<file path="src/logic/apc_regs.vh">
// register offsets, field positions and reset values of the analog path control bank
// assumes a word-addressed plain register port, one 16-bit register per address
`ifndef APC_REGS_VH
`define APC_REGS_VH
// register indices
`define APC_JACK_DETECT_ENABLES 8'h4d
`define APC_POP_SUPPRESSION_CONTROL 8'h4e
`define APC_LEFT_INPUT_GAIN 8'h50
`define APC_RIGHT_INPUT_GAIN 8'h51
`define APC_LEFT_OUTPUT_MIXER_SELECT 8'h58
`define APC_RIGHT_OUTPUT_MIXER_SELECT 8'h59
`define APC_MONO_C_MIXER_SELECT 8'h5c
`define APC_MONO_D_MIXER_SELECT 8'h5d
`define APC_LEFT_OUTPUT_MIXER_GAINS 8'h60
`define APC_RIGHT_OUTPUT_MIXER_GAINS 8'h61
`define APC_LEFT_INPUT_MIXER_GAINS 8'h62
`define APC_RIGHT_INPUT_MIXER_GAINS 8'h63
`define APC_MONO_D_FEEDBACK_ROUTE 8'h64
`define APC_PAIR_A_LEFT_OUTPUT_GAIN 8'h68
// writable bit masks, undefined bits read zero
`define APC_MASK_JACK 16'hc000
`define APC_MASK_POP 16'h03ff
`define APC_MASK_IN_GAIN 16'he0fc
`define APC_MASK_LEFT_MIX 16'h9807
`define APC_MASK_RIGHT_MIX 16'h980b
`define APC_MASK_MONO_C 16'h8909
`define APC_MASK_MONO_D 16'h9e07
`define APC_MASK_LEFT_MIX_GAIN 16'h0eee
`define APC_MASK_RIGHT_MIX_GAIN 16'he0ee
`define APC_MASK_LEFT_IN_MIX_GAIN 16'h0e0f
`define APC_MASK_RIGHT_IN_MIX_GAIN 16'he0e1
`define APC_MASK_FEEDBACK 16'h800e
`define APC_MASK_PAIR_A 16'he0fc
// reset values
`define APC_RST_ZERO 16'h0000
`define APC_RST_IN_GAIN 16'h0040
`define APC_RST_LEFT_MIX 16'h0800
`define APC_RST_RIGHT_MIX 16'h1000
`define APC_RST_PAIR_A 16'h00e4
// field positions
`define APC_BIT_ON 15
`define APC_BIT_SILENCE 14
`define APC_BIT_ZERO_CROSS 13
`define APC_BIT_COMMIT 8
`define APC_GAIN_HI 7
`define APC_GAIN_LO 2
`define APC_GAIN_RST 6'h10
`define APC_BIT_MONO_D_ATTEN 10
`define APC_BIT_MONO_C_INTO_D 2
`endif

</file>
<file path="src/logic/apc_analog_path_control_regs.v">
// analog path control register bank: 16-bit control words steering codec routing
// assumes a synchronous plain register port and zero-cross strobes from the analog side
//
// The plain strobed port is this design's own decision.
`include "apc_regs.vh"
`timescale 1ns/1ps
`default_nettype none
module apc_analog_path_control_regs #(
   parameter ADDR_WIDTH = 8,
   parameter DATA_WIDTH = 16
) (
   // clock and asynchronous reset
   input wire clk,
   input wire rst_n,
   // plain register port from software
   input wire [ADDR_WIDTH-1:0] regAddr,
   input wire [DATA_WIDTH-1:0] regWrData,
   input wire regWrite,
   input wire regRead,
   output reg [DATA_WIDTH-1:0] regRdData,
   output reg regRdValid,
   // zero-cross strobes from the analog side
   input wire leftZeroCross,
   input wire rightZeroCross,
   // masked register copies for the analog controls
   output reg [DATA_WIDTH-1:0] jackDetectEnables,
   output reg [DATA_WIDTH-1:0] popSuppressionControl,
   output reg [DATA_WIDTH-1:0] leftOutputMixerSelect,
   output reg [DATA_WIDTH-1:0] rightOutputMixerSelect,
   output reg [DATA_WIDTH-1:0] monoCMixerSelect,
   output reg [DATA_WIDTH-1:0] monoDMixerSelect,
   output reg [DATA_WIDTH-1:0] leftOutputMixerGains,
   output reg [DATA_WIDTH-1:0] rightOutputMixerGains,
   output reg [DATA_WIDTH-1:0] leftInputMixerGains,
   output reg [DATA_WIDTH-1:0] rightInputMixerGains,
   output reg [DATA_WIDTH-1:0] monoDFeedbackRoute,
   output reg [DATA_WIDTH-1:0] pairALeftOutputGain,
   // live input stage controls
   output reg leftGainStageOn,
   output reg rightGainStageOn,
   output reg leftGainStagePass,
   output reg rightGainStagePass,
   // gain in force and commit state per side
   output reg [5:0] leftGainApplied,
   output reg [5:0] rightGainApplied,
   output reg leftGainPending,
   output reg rightGainPending
);

   // software copies of the input gain registers
   reg [DATA_WIDTH-1:0] leftInputGain;
   reg [DATA_WIDTH-1:0] rightInputGain;
   // target is loaded by a commit, applied by the timing rule
   // committed gain waiting for its moment
   reg [5:0] leftGainTarget;
   reg [5:0] rightGainTarget;
   // selected by index, registered before it leaves
   // combinational read word
   reg [DATA_WIDTH-1:0] readWord;
   // both gain words share one commit
   // write decode helpers
   wire wrLeftGain;
   wire wrRightGain;
   wire commitNow;

   // used on every write so reserved bits always read zero
   // masked store: only defined bits survive
   function [15:0] keepDefined;
      input [15:0] data;
      input [15:0] mask;
      begin
         keepDefined = data & mask;
      end
   endfunction

   // kept as a guard even though the masks already drop bit 8
   // commit bit reads back as zero, it is an action
   function [15:0] readGain;
      input [15:0] word;
      begin
         readGain = word & ~(16'h0001 << `APC_BIT_COMMIT);
      end
   endfunction

   // write decode, one strobe per input gain word
   assign wrLeftGain = regWrite && (regAddr == `APC_LEFT_INPUT_GAIN);
   assign wrRightGain = regWrite && (regAddr == `APC_RIGHT_INPUT_GAIN);
   // either input gain word may carry the commit bit
   // shared commit
   assign commitNow = (wrLeftGain || wrRightGain) && regWrData[`APC_BIT_COMMIT];

   // holds every word that needs no timing rule
   // plain control registers, load on write
   always @(posedge clk or negedge rst_n) begin
      if (!rst_n) begin
         // reserved bits and most fields power up cleared
         // reset defaults
         jackDetectEnables <= `APC_RST_ZERO;
         popSuppressionControl <= `APC_RST_ZERO;
         // each output mixer starts with its own converter
         leftOutputMixerSelect <= `APC_RST_LEFT_MIX;
         rightOutputMixerSelect <= `APC_RST_RIGHT_MIX;
         monoCMixerSelect <= `APC_RST_ZERO;
         monoDMixerSelect <= `APC_RST_ZERO;
         leftOutputMixerGains <= `APC_RST_ZERO;
         rightOutputMixerGains <= `APC_RST_ZERO;
         leftInputMixerGains <= `APC_RST_ZERO;
         rightInputMixerGains <= `APC_RST_ZERO;
         monoDFeedbackRoute <= `APC_RST_ZERO;
         // pair a gain starts at 0 dB, code 111001
         pairALeftOutputGain <= `APC_RST_PAIR_A;
      end else if (regWrite) begin
         // only a write strobe touches the bank
         case (regAddr)
            // two sense enables, bits 15 and 14
            // right jack sense
            `APC_JACK_DETECT_ENABLES: begin
               jackDetectEnables <= keepDefined(regWrData, `APC_MASK_JACK);
            end
            // ramp speed and four discharge rates
            // ramp speed
            `APC_POP_SUPPRESSION_CONTROL: begin
               popSuppressionControl <= keepDefined(regWrData, `APC_MASK_POP);
            end
            // enable plus five source selects
            // left mixer selects
            `APC_LEFT_OUTPUT_MIXER_SELECT: begin
               leftOutputMixerSelect <= keepDefined(regWrData, `APC_MASK_LEFT_MIX);
            end
            // enable plus five source selects
            // right mixer selects
            `APC_RIGHT_OUTPUT_MIXER_SELECT: begin
               rightOutputMixerSelect <= keepDefined(regWrData, `APC_MASK_RIGHT_MIX);
            end
            // output enable plus four source enables
            // mono c sources
            `APC_MONO_C_MIXER_SELECT: begin
               monoCMixerSelect <= keepDefined(regWrData, `APC_MASK_MONO_C);
            end
            // enable, attenuate and six source enables
            // mono d sources
            `APC_MONO_D_MIXER_SELECT: begin
               monoDMixerSelect <= keepDefined(regWrData, `APC_MASK_MONO_D);
            end
            // three 3-bit path gains, 000 cuts the path
            // path gains stored raw
            `APC_LEFT_OUTPUT_MIXER_GAINS: begin
               leftOutputMixerGains <= keepDefined(regWrData, `APC_MASK_LEFT_MIX_GAIN);
            end
            // three 3-bit path gains in the right word
            // right mixer gain fields
            `APC_RIGHT_OUTPUT_MIXER_GAINS: begin
               rightOutputMixerGains <= keepDefined(regWrData, `APC_MASK_RIGHT_MIX_GAIN);
            end
            // two path gains and the boost bit
            // left record gains
            `APC_LEFT_INPUT_MIXER_GAINS: begin
               leftInputMixerGains <= keepDefined(regWrData, `APC_MASK_LEFT_IN_MIX_GAIN);
            end
            // two path gains and the boost bit
            // right record gains
            `APC_RIGHT_INPUT_MIXER_GAINS: begin
               rightInputMixerGains <= keepDefined(regWrData, `APC_MASK_RIGHT_IN_MIX_GAIN);
            end
            // destination bit and one 3-bit gain
            // feedback route
            `APC_MONO_D_FEEDBACK_ROUTE: begin
               monoDFeedbackRoute <= keepDefined(regWrData, `APC_MASK_FEEDBACK);
            end
            // enable, mute, zero-cross and gain, stored only
            `APC_PAIR_A_LEFT_OUTPUT_GAIN: begin
               pairALeftOutputGain <= keepDefined(regWrData, `APC_MASK_PAIR_A);
            end
            // the input gain words live in their own process
            // other addresses write nothing
            default: begin
            end
         endcase
      end
   end

   // input gain registers, commit bit is not stored
   always @(posedge clk or negedge rst_n) begin
      if (!rst_n) begin
         // gain field resets to 010000, all flags clear
         // gain reset 0 dB
         leftInputGain <= `APC_RST_IN_GAIN;
         rightInputGain <= `APC_RST_IN_GAIN;
      end else begin
         // undefined bits and the commit bit are dropped here
         // enable, mute, zero-cross stored
         if (wrLeftGain) begin
            leftInputGain <= readGain(keepDefined(regWrData, `APC_MASK_IN_GAIN));
         end
         if (wrRightGain) begin
            rightInputGain <= readGain(keepDefined(regWrData, `APC_MASK_IN_GAIN));
         end
      end
   end

   // live stage controls follow the register one cycle later
   always @(posedge clk or negedge rst_n) begin
      if (!rst_n) begin
         // every stage starts disabled
         leftGainStageOn <= 1'b0;
         rightGainStageOn <= 1'b0;
         leftGainStagePass <= 1'b0;
         rightGainStagePass <= 1'b0;
      end else begin
         // one cycle behind the stored word
         // amplifier enables
         leftGainStageOn <= leftInputGain[`APC_BIT_ON];
         rightGainStageOn <= rightInputGain[`APC_BIT_ON];
         // a disabled stage never passes, muted or not
         // mute cuts path to record mixer
         leftGainStagePass <= leftInputGain[`APC_BIT_ON] & ~leftInputGain[`APC_BIT_SILENCE];
         rightGainStagePass <= rightInputGain[`APC_BIT_ON] & ~rightInputGain[`APC_BIT_SILENCE];
      end
   end

   // left committed gain: immediate or at zero crossing
   always @(posedge clk or negedge rst_n) begin
      if (!rst_n) begin
         // applied gain starts at 0 dB, nothing pending
         leftGainTarget <= `APC_GAIN_RST;
         leftGainApplied <= `APC_GAIN_RST;
         leftGainPending <= 1'b0;
      end else if (commitNow) begin
         // a new commit while pending replaces the target
         // a crossing in the commit cycle is ignored
         // the side not written latches its stored value
         // a commit written with the left word uses the new left value
         if (wrLeftGain) begin
            leftGainTarget <= regWrData[`APC_GAIN_HI:`APC_GAIN_LO];
         end else begin
            leftGainTarget <= leftInputGain[`APC_GAIN_HI:`APC_GAIN_LO];
         end
         leftGainPending <= 1'b1;
      end else if (leftGainPending) begin
         // timing mode is read from the stored word
         // zero-cross timing select
         if (!leftInputGain[`APC_BIT_ZERO_CROSS] || leftZeroCross) begin
            leftGainApplied <= leftGainTarget;
            leftGainPending <= 1'b0;
         end
      end
   end

   // right committed gain: same scheme as left
   always @(posedge clk or negedge rst_n) begin
      if (!rst_n) begin
         // applied gain starts at 0 dB, nothing pending
         rightGainTarget <= `APC_GAIN_RST;
         rightGainApplied <= `APC_GAIN_RST;
         rightGainPending <= 1'b0;
      end else if (commitNow) begin
         // same replace and ignore rules as the left side
         // the side written now takes its gain from the bus
         // shared commit
         if (wrRightGain) begin
            rightGainTarget <= regWrData[`APC_GAIN_HI:`APC_GAIN_LO];
         end else begin
            rightGainTarget <= rightInputGain[`APC_GAIN_HI:`APC_GAIN_LO];
         end
         rightGainPending <= 1'b1;
      end else if (rightGainPending) begin
         // timing mode is read from the stored word
         // zero-cross timing select
         if (!rightInputGain[`APC_BIT_ZERO_CROSS] || rightZeroCross) begin
            rightGainApplied <= rightGainTarget;
            rightGainPending <= 1'b0;
         end
      end
   end

   // holes between registers also read zero
   // read mux, unmapped reads zero
   always @* begin
      case (regAddr)
         // jack sense and pop suppression
         `APC_JACK_DETECT_ENABLES: readWord = jackDetectEnables;
         `APC_POP_SUPPRESSION_CONTROL: readWord = popSuppressionControl;
         // input gain words, commit bit never stored
         `APC_LEFT_INPUT_GAIN: readWord = leftInputGain;
         `APC_RIGHT_INPUT_GAIN: readWord = rightInputGain;
         // source selects
         `APC_LEFT_OUTPUT_MIXER_SELECT: readWord = leftOutputMixerSelect;
         `APC_RIGHT_OUTPUT_MIXER_SELECT: readWord = rightOutputMixerSelect;
         `APC_MONO_C_MIXER_SELECT: readWord = monoCMixerSelect;
         `APC_MONO_D_MIXER_SELECT: readWord = monoDMixerSelect;
         // path gains and feedback route
         `APC_LEFT_OUTPUT_MIXER_GAINS: readWord = leftOutputMixerGains;
         `APC_RIGHT_OUTPUT_MIXER_GAINS: readWord = rightOutputMixerGains;
         `APC_LEFT_INPUT_MIXER_GAINS: readWord = leftInputMixerGains;
         `APC_RIGHT_INPUT_MIXER_GAINS: readWord = rightInputMixerGains;
         `APC_MONO_D_FEEDBACK_ROUTE: readWord = monoDFeedbackRoute;
         // pair a gain word
         `APC_PAIR_A_LEFT_OUTPUT_GAIN: readWord = pairALeftOutputGain;
         // unmapped index
         default: readWord = 16'h0000;
      endcase
   end

   // read data register, one cycle after strobe, zero otherwise
   always @(posedge clk or negedge rst_n) begin
      if (!rst_n) begin
         // quiet bus during reset
         regRdData <= 16'h0000;
         regRdValid <= 1'b0;
      end else begin
         // undefined bits read zero
         // zero outside the answer cycle keeps the bus quiet
         regRdData <= regRead ? readWord : 16'h0000;
         // valid marks the single answer cycle
         regRdValid <= regRead;
      end
   end

endmodule // apc_analog_path_control_regs
`default_nettype wire

</file>
<file path="config.mk">
export PLATFORM = sky130hd
export DESIGN_NAME = apc_analog_path_control_regs
export DESIGN_NICKNAME = d
export VERILOG_FILES = /design/src/logic/apc_analog_path_control_regs.v
export VERILOG_INCLUDE_DIRS = /design/src /design/src/logic
export SDC_FILE = /design/constraint.sdc
export NUM_CORES = 1
export LEC_CHECK = 0
export ABC_AREA = 0
export BUFFER_PORTS_ARGS = -buffer_cell sky130_fd_sc_hd__clkbuf_2
export CAP_MARGIN = 25
export CORE_MARGIN = 2
export CORE_UTILIZATION = 54
export DETAILED_ROUTE_END_ITERATION = 12
export PLACE_DENSITY = 0.86
export SYNTH_ARGS = -nofsm -noshare
export SYNTH_HDL_FRONTEND = slang
export SYNTH_SLANG_ARGS = --single-unit
</file>
<file path="constraint.sdc">
create_clock -name clk -period 2.75 [get_ports clk]
set_input_delay 0 -clock clk [delete_from_list [all_inputs] [get_ports clk]]
set_output_delay 0 -clock clk [all_outputs]
set_load 0.02 [all_outputs]
</file>
==> run_results.csv <==
group,metric,value,unit
clock_network,clkSlewWorstSetupHoldPaths,60,ps
placed_design,placed_area,0.00760,sq mm
setup_path,worst-path-stages,6,
setup_path,endpoint,"leftGainTarget[2]",
setup_path,cp_num_buf_inv,1,
power_and_ir_drop,comb_power_share,10.0,%
setup_path,slowest_delay,440,ps
grt,grt_pass1_vias,4951,
die,ios,257,
routing,wire_per_inst,19.9,um
cells_and_area,area_delta_synth_final,18.8,%
cells_and_area,final_common_cell,"clkbuf_2",
die,die_h,118,um
clock_network,numCtsBuffers,17,
routing,routed_wl,18200,um
outcome,status,"completed",
cells_and_area,regArea,0.00369,sq mm
power_and_ir_drop,p_sw_share,26.1,%
timing,setup_viol,0,
power_and_ir_drop,p_clk_share,46.4,%
setup_path,cp_cell_sequence,"clkbuf_2 -> nor2_1 -> and3_1 -> nand2_2 -> mux2_1 -> mux2_2",
synthesis,synth_edf_count,0,
grt,grt_max_degree,88,
die,rows,41,
clock_network,clock_sinks,147,
power_and_ir_drop,p_seq_share,43.6,%
clock_network,cts.path.max_buffers,2,
synthesis,synthesis.area,0.00708,sq mm
clock_network,htree_levels,4,
cells_and_area,n_antenna_cell,0,
synthesis,yosysTopAreaCellShare,47.7,%
placed_design,port_buffers,146,
setup_path,crit_path_end_kind,"flip-flop",
synthesis,yosysUniqueCellTypes,49,
timing,fin_crit,1810,ps
power_and_ir_drop,net-switching-power,0.00138,W
grt,track_usage,25.8,%
cells_and_area,fill_cells,916,
die,die_area,0.0140,sq mm
routing,ant_nets,0,
cells_and_area,multi_input_area,0.00286,sq mm
cells_and_area,nNetsFinal,759,
die,dieWidth,118,um
grt,grt_pass1_wl,27600,um
power_and_ir_drop,power_leakage,4.41,nW
clock_network,cts_resized,0,
setup_path,crit_path_start,"regAddr[1]",
power_and_ir_drop,total_power,0.00530,W
min_path,holdCritPathClass,"in2reg",
power_and_ir_drop,internal-power,0.00391,W
synthesis,synth.avg_cell_area,12.7,sq um
cells_and_area,layout-drive-gt1-share,43.4,%
timing,hold_viol_final,0,
grt,overflow,0,
setup_path,cp_max_fo,21,
synthesis,synthTopCellsByArea,"dfrtp_1, mux2_2, buf_4, dfstp_2, mux2_1",
clock_network,root_buffer,"clkbuf_16",
routing,drtPass1Iterations,5,
timing,max_freq,554,MHz
setup_path,arrival,2110,ps
power_and_ir_drop,peakVddDrop,381,uV
synthesis,ys_async_sr_fraction,100,%
timing,fin_skew,8.60,ps
grt,antenna_found_initial,0,
setup_path,ff2ff_path_depth,3,
synthesis,synth_top_area_cell,"dfrtp_1",
timing,slew_violations,0,
die,initial_core_util,55.6,%
timing,relSlewSlack,55.0,%
routing,route.detailed.drc,0,
synthesis,postSynthCellCount,558,
placed_design,gp_congestion,0.861,
routing,routed_via_density,5.45,
timing,tightest_slew,674,ps
setup_path,rrSetupSlack,1370,ps
cells_and_area,final_cell_mix,"clkbuf_2, dfrtp_1, conb_1",
cells_and_area,final_cell_area,0.00841,sq mm
power_and_ir_drop,cellPowerDensity,630,mW/mm^2
routing,vias,4977,
clock_network,tritoncts,"yes",
synthesis,yosys_register_bits,147,
setup_path,rr_startpoint,"leftInputGain[13]",
setup_path,r2r_end,"leftGainApplied[2]",
timing,setup_tns,0,ps
synthesis,ys_seq_area_share,52.2,%
synthesis,ys.flop_type,"dfrtp_1",
synthesis,yosys_warnings,0,
run,maxCapViolCount,0,
die,core,0.0127,sq mm
setup_path,cp_slowest_cell,"and3_1",
clock_network,clock_latency,420,ps
placed_design,dp_hpwl,13000,um
timing,fin_crit_sh,65.7,%
setup_path,start_kind,"input pin",
clock_network,cts-hold-fix-buffers,18,
routing,drtIter0Drc,421,
setup_path,crit_type,"in2reg",
clock_network,cts_setup_buffers,0,
setup_path,worst-endpoint-required,3060,ps
timing,rsz0062_at_grt,"no",
setup_path,cp_top_family,"simple AND/OR/NAND/NOR gates",
power by group through the flow:
stage                     combinational, W  clock (W)  sequential, W
final                             0.000528    0.00246        0.00231
after global routing              0.000563    0.00257        0.00232
after CTS                         0.000526    0.00248        0.00231
after detailed placement          0.000503          0        0.00235
after global placement            0.000490          0        0.00234
after floorplan                   0.000367          0        0.00240
layer usage:
metal / GRT usage, % / up-vias / share of wire [%]
met4: 13.2 / 0 / 3.7
met5: 0 / - / 0
met1: 30.7 / 2526 / 37
met3: 5.50 / 57 / 7.4
li1: - / 2116 / -
met2: 44.0 / 278 / 51
sequential cells by signal, indices dropped and copies added, names as in the netlist, 6 cells and up:
register,cells
regRdData,16
popSuppressionControl,10
leftInputGain,9
leftOutputMixerGains,9
pairALeftOutputGain,9
rightInputGain,9
rightOutputMixerGains,9
monoDMixerSelect,8
leftInputMixerGains,7
rightInputMixerGains,7
leftGainApplied,6
leftGainTarget,6
leftOutputMixerSelect,6
rightGainApplied,6
rightGainTarget,6
rightOutputMixerSelect,6
Yosys cell counts (2+ instances only):
master,n
dfstp_2,12
a21oi_2,7
mux2_2,102
a22o_1,2
nor2b_1,7
clkbuf_1,12
nor2_1,9
and3_1,6
nand2_2,3
nand3_1,8
a222oi_1,6
buf_2,5
dfrtp_1,135
nand2b_1,4
o21ai_0,8
a32oi_1,4
a31oi_1,7
buf_6,2
nand3b_1,3
inv_1,2
nor2_2,4
a2bb2oi_1,2
nor3_1,4
nand4_1,3
a22oi_1,14
a221oi_1,2
a21oi_1,5
buf_4,111
mux2i_1,9
mux2_1,23
nand2_1,19
per-stage QoR:
stage / setup WS [ps] / hold slack (ps) / util [%] / cells
after floorplan: 1130 / -296 / - / 667
after global placement: 749 / -0.743 / 59.7 / 864
after detailed placement: 621 / 12.2 / 59.7 / 864
after CTS: 1030 / 14.7 / 66.1 / 914
after global routing: 920 / 40.1 / 66.1 / 914
final: 944 / 15.3 / 66.1 / 914
worst min path at each step:
stage / from / end / cells after the start
floorplan: rst_n / jackDetectEnables[14] / 0
global placement: rst_n / monoDMixerSelect[9] / 1
detailed placement: rst_n / monoDMixerSelect[10] / 1
CTS: regWrData[2] / popSuppressionControl[2] / 2
global route: regWrData[15] / jackDetectEnables[15] / 2
finish: regWrData[2] / popSuppressionControl[2] / 2
layout make-up:
type                            count  share of cell area, %
Sequential cell                   147                   43.9
Multi-Input combinational cell    387                   34.0
Timing Repair Buffer              174                   11.9
Clock buffer                       17                   5.06
Tap cell                          172                   2.56
Clock inverter                     15                   2.44
Inverter                            2                 0.0893
worst reg2reg max path, stage by stage, from the launching register on:
cell	delay [ps]
dfrtp_1	410
nand2b_1	100
and3_1	360
mux2_2	390
cell families (layout without fill, tap and decap cells):
kind of cell / after synthesis / count (layout) / share of synthesized area, %
and+or+nand+nor: 80 / 80 / 6.40
muxes: 134 / 134 / 21.2
DFF: 147 / 147 / 52.2
buffers and inverters: 133 / 208 / 13.2
AOI/OAI and AO/OA: 63 / 63 / 6.97
other: 1 / 110 / 0.0530
No activity file was read; power rests on OpenSTA's default activity.
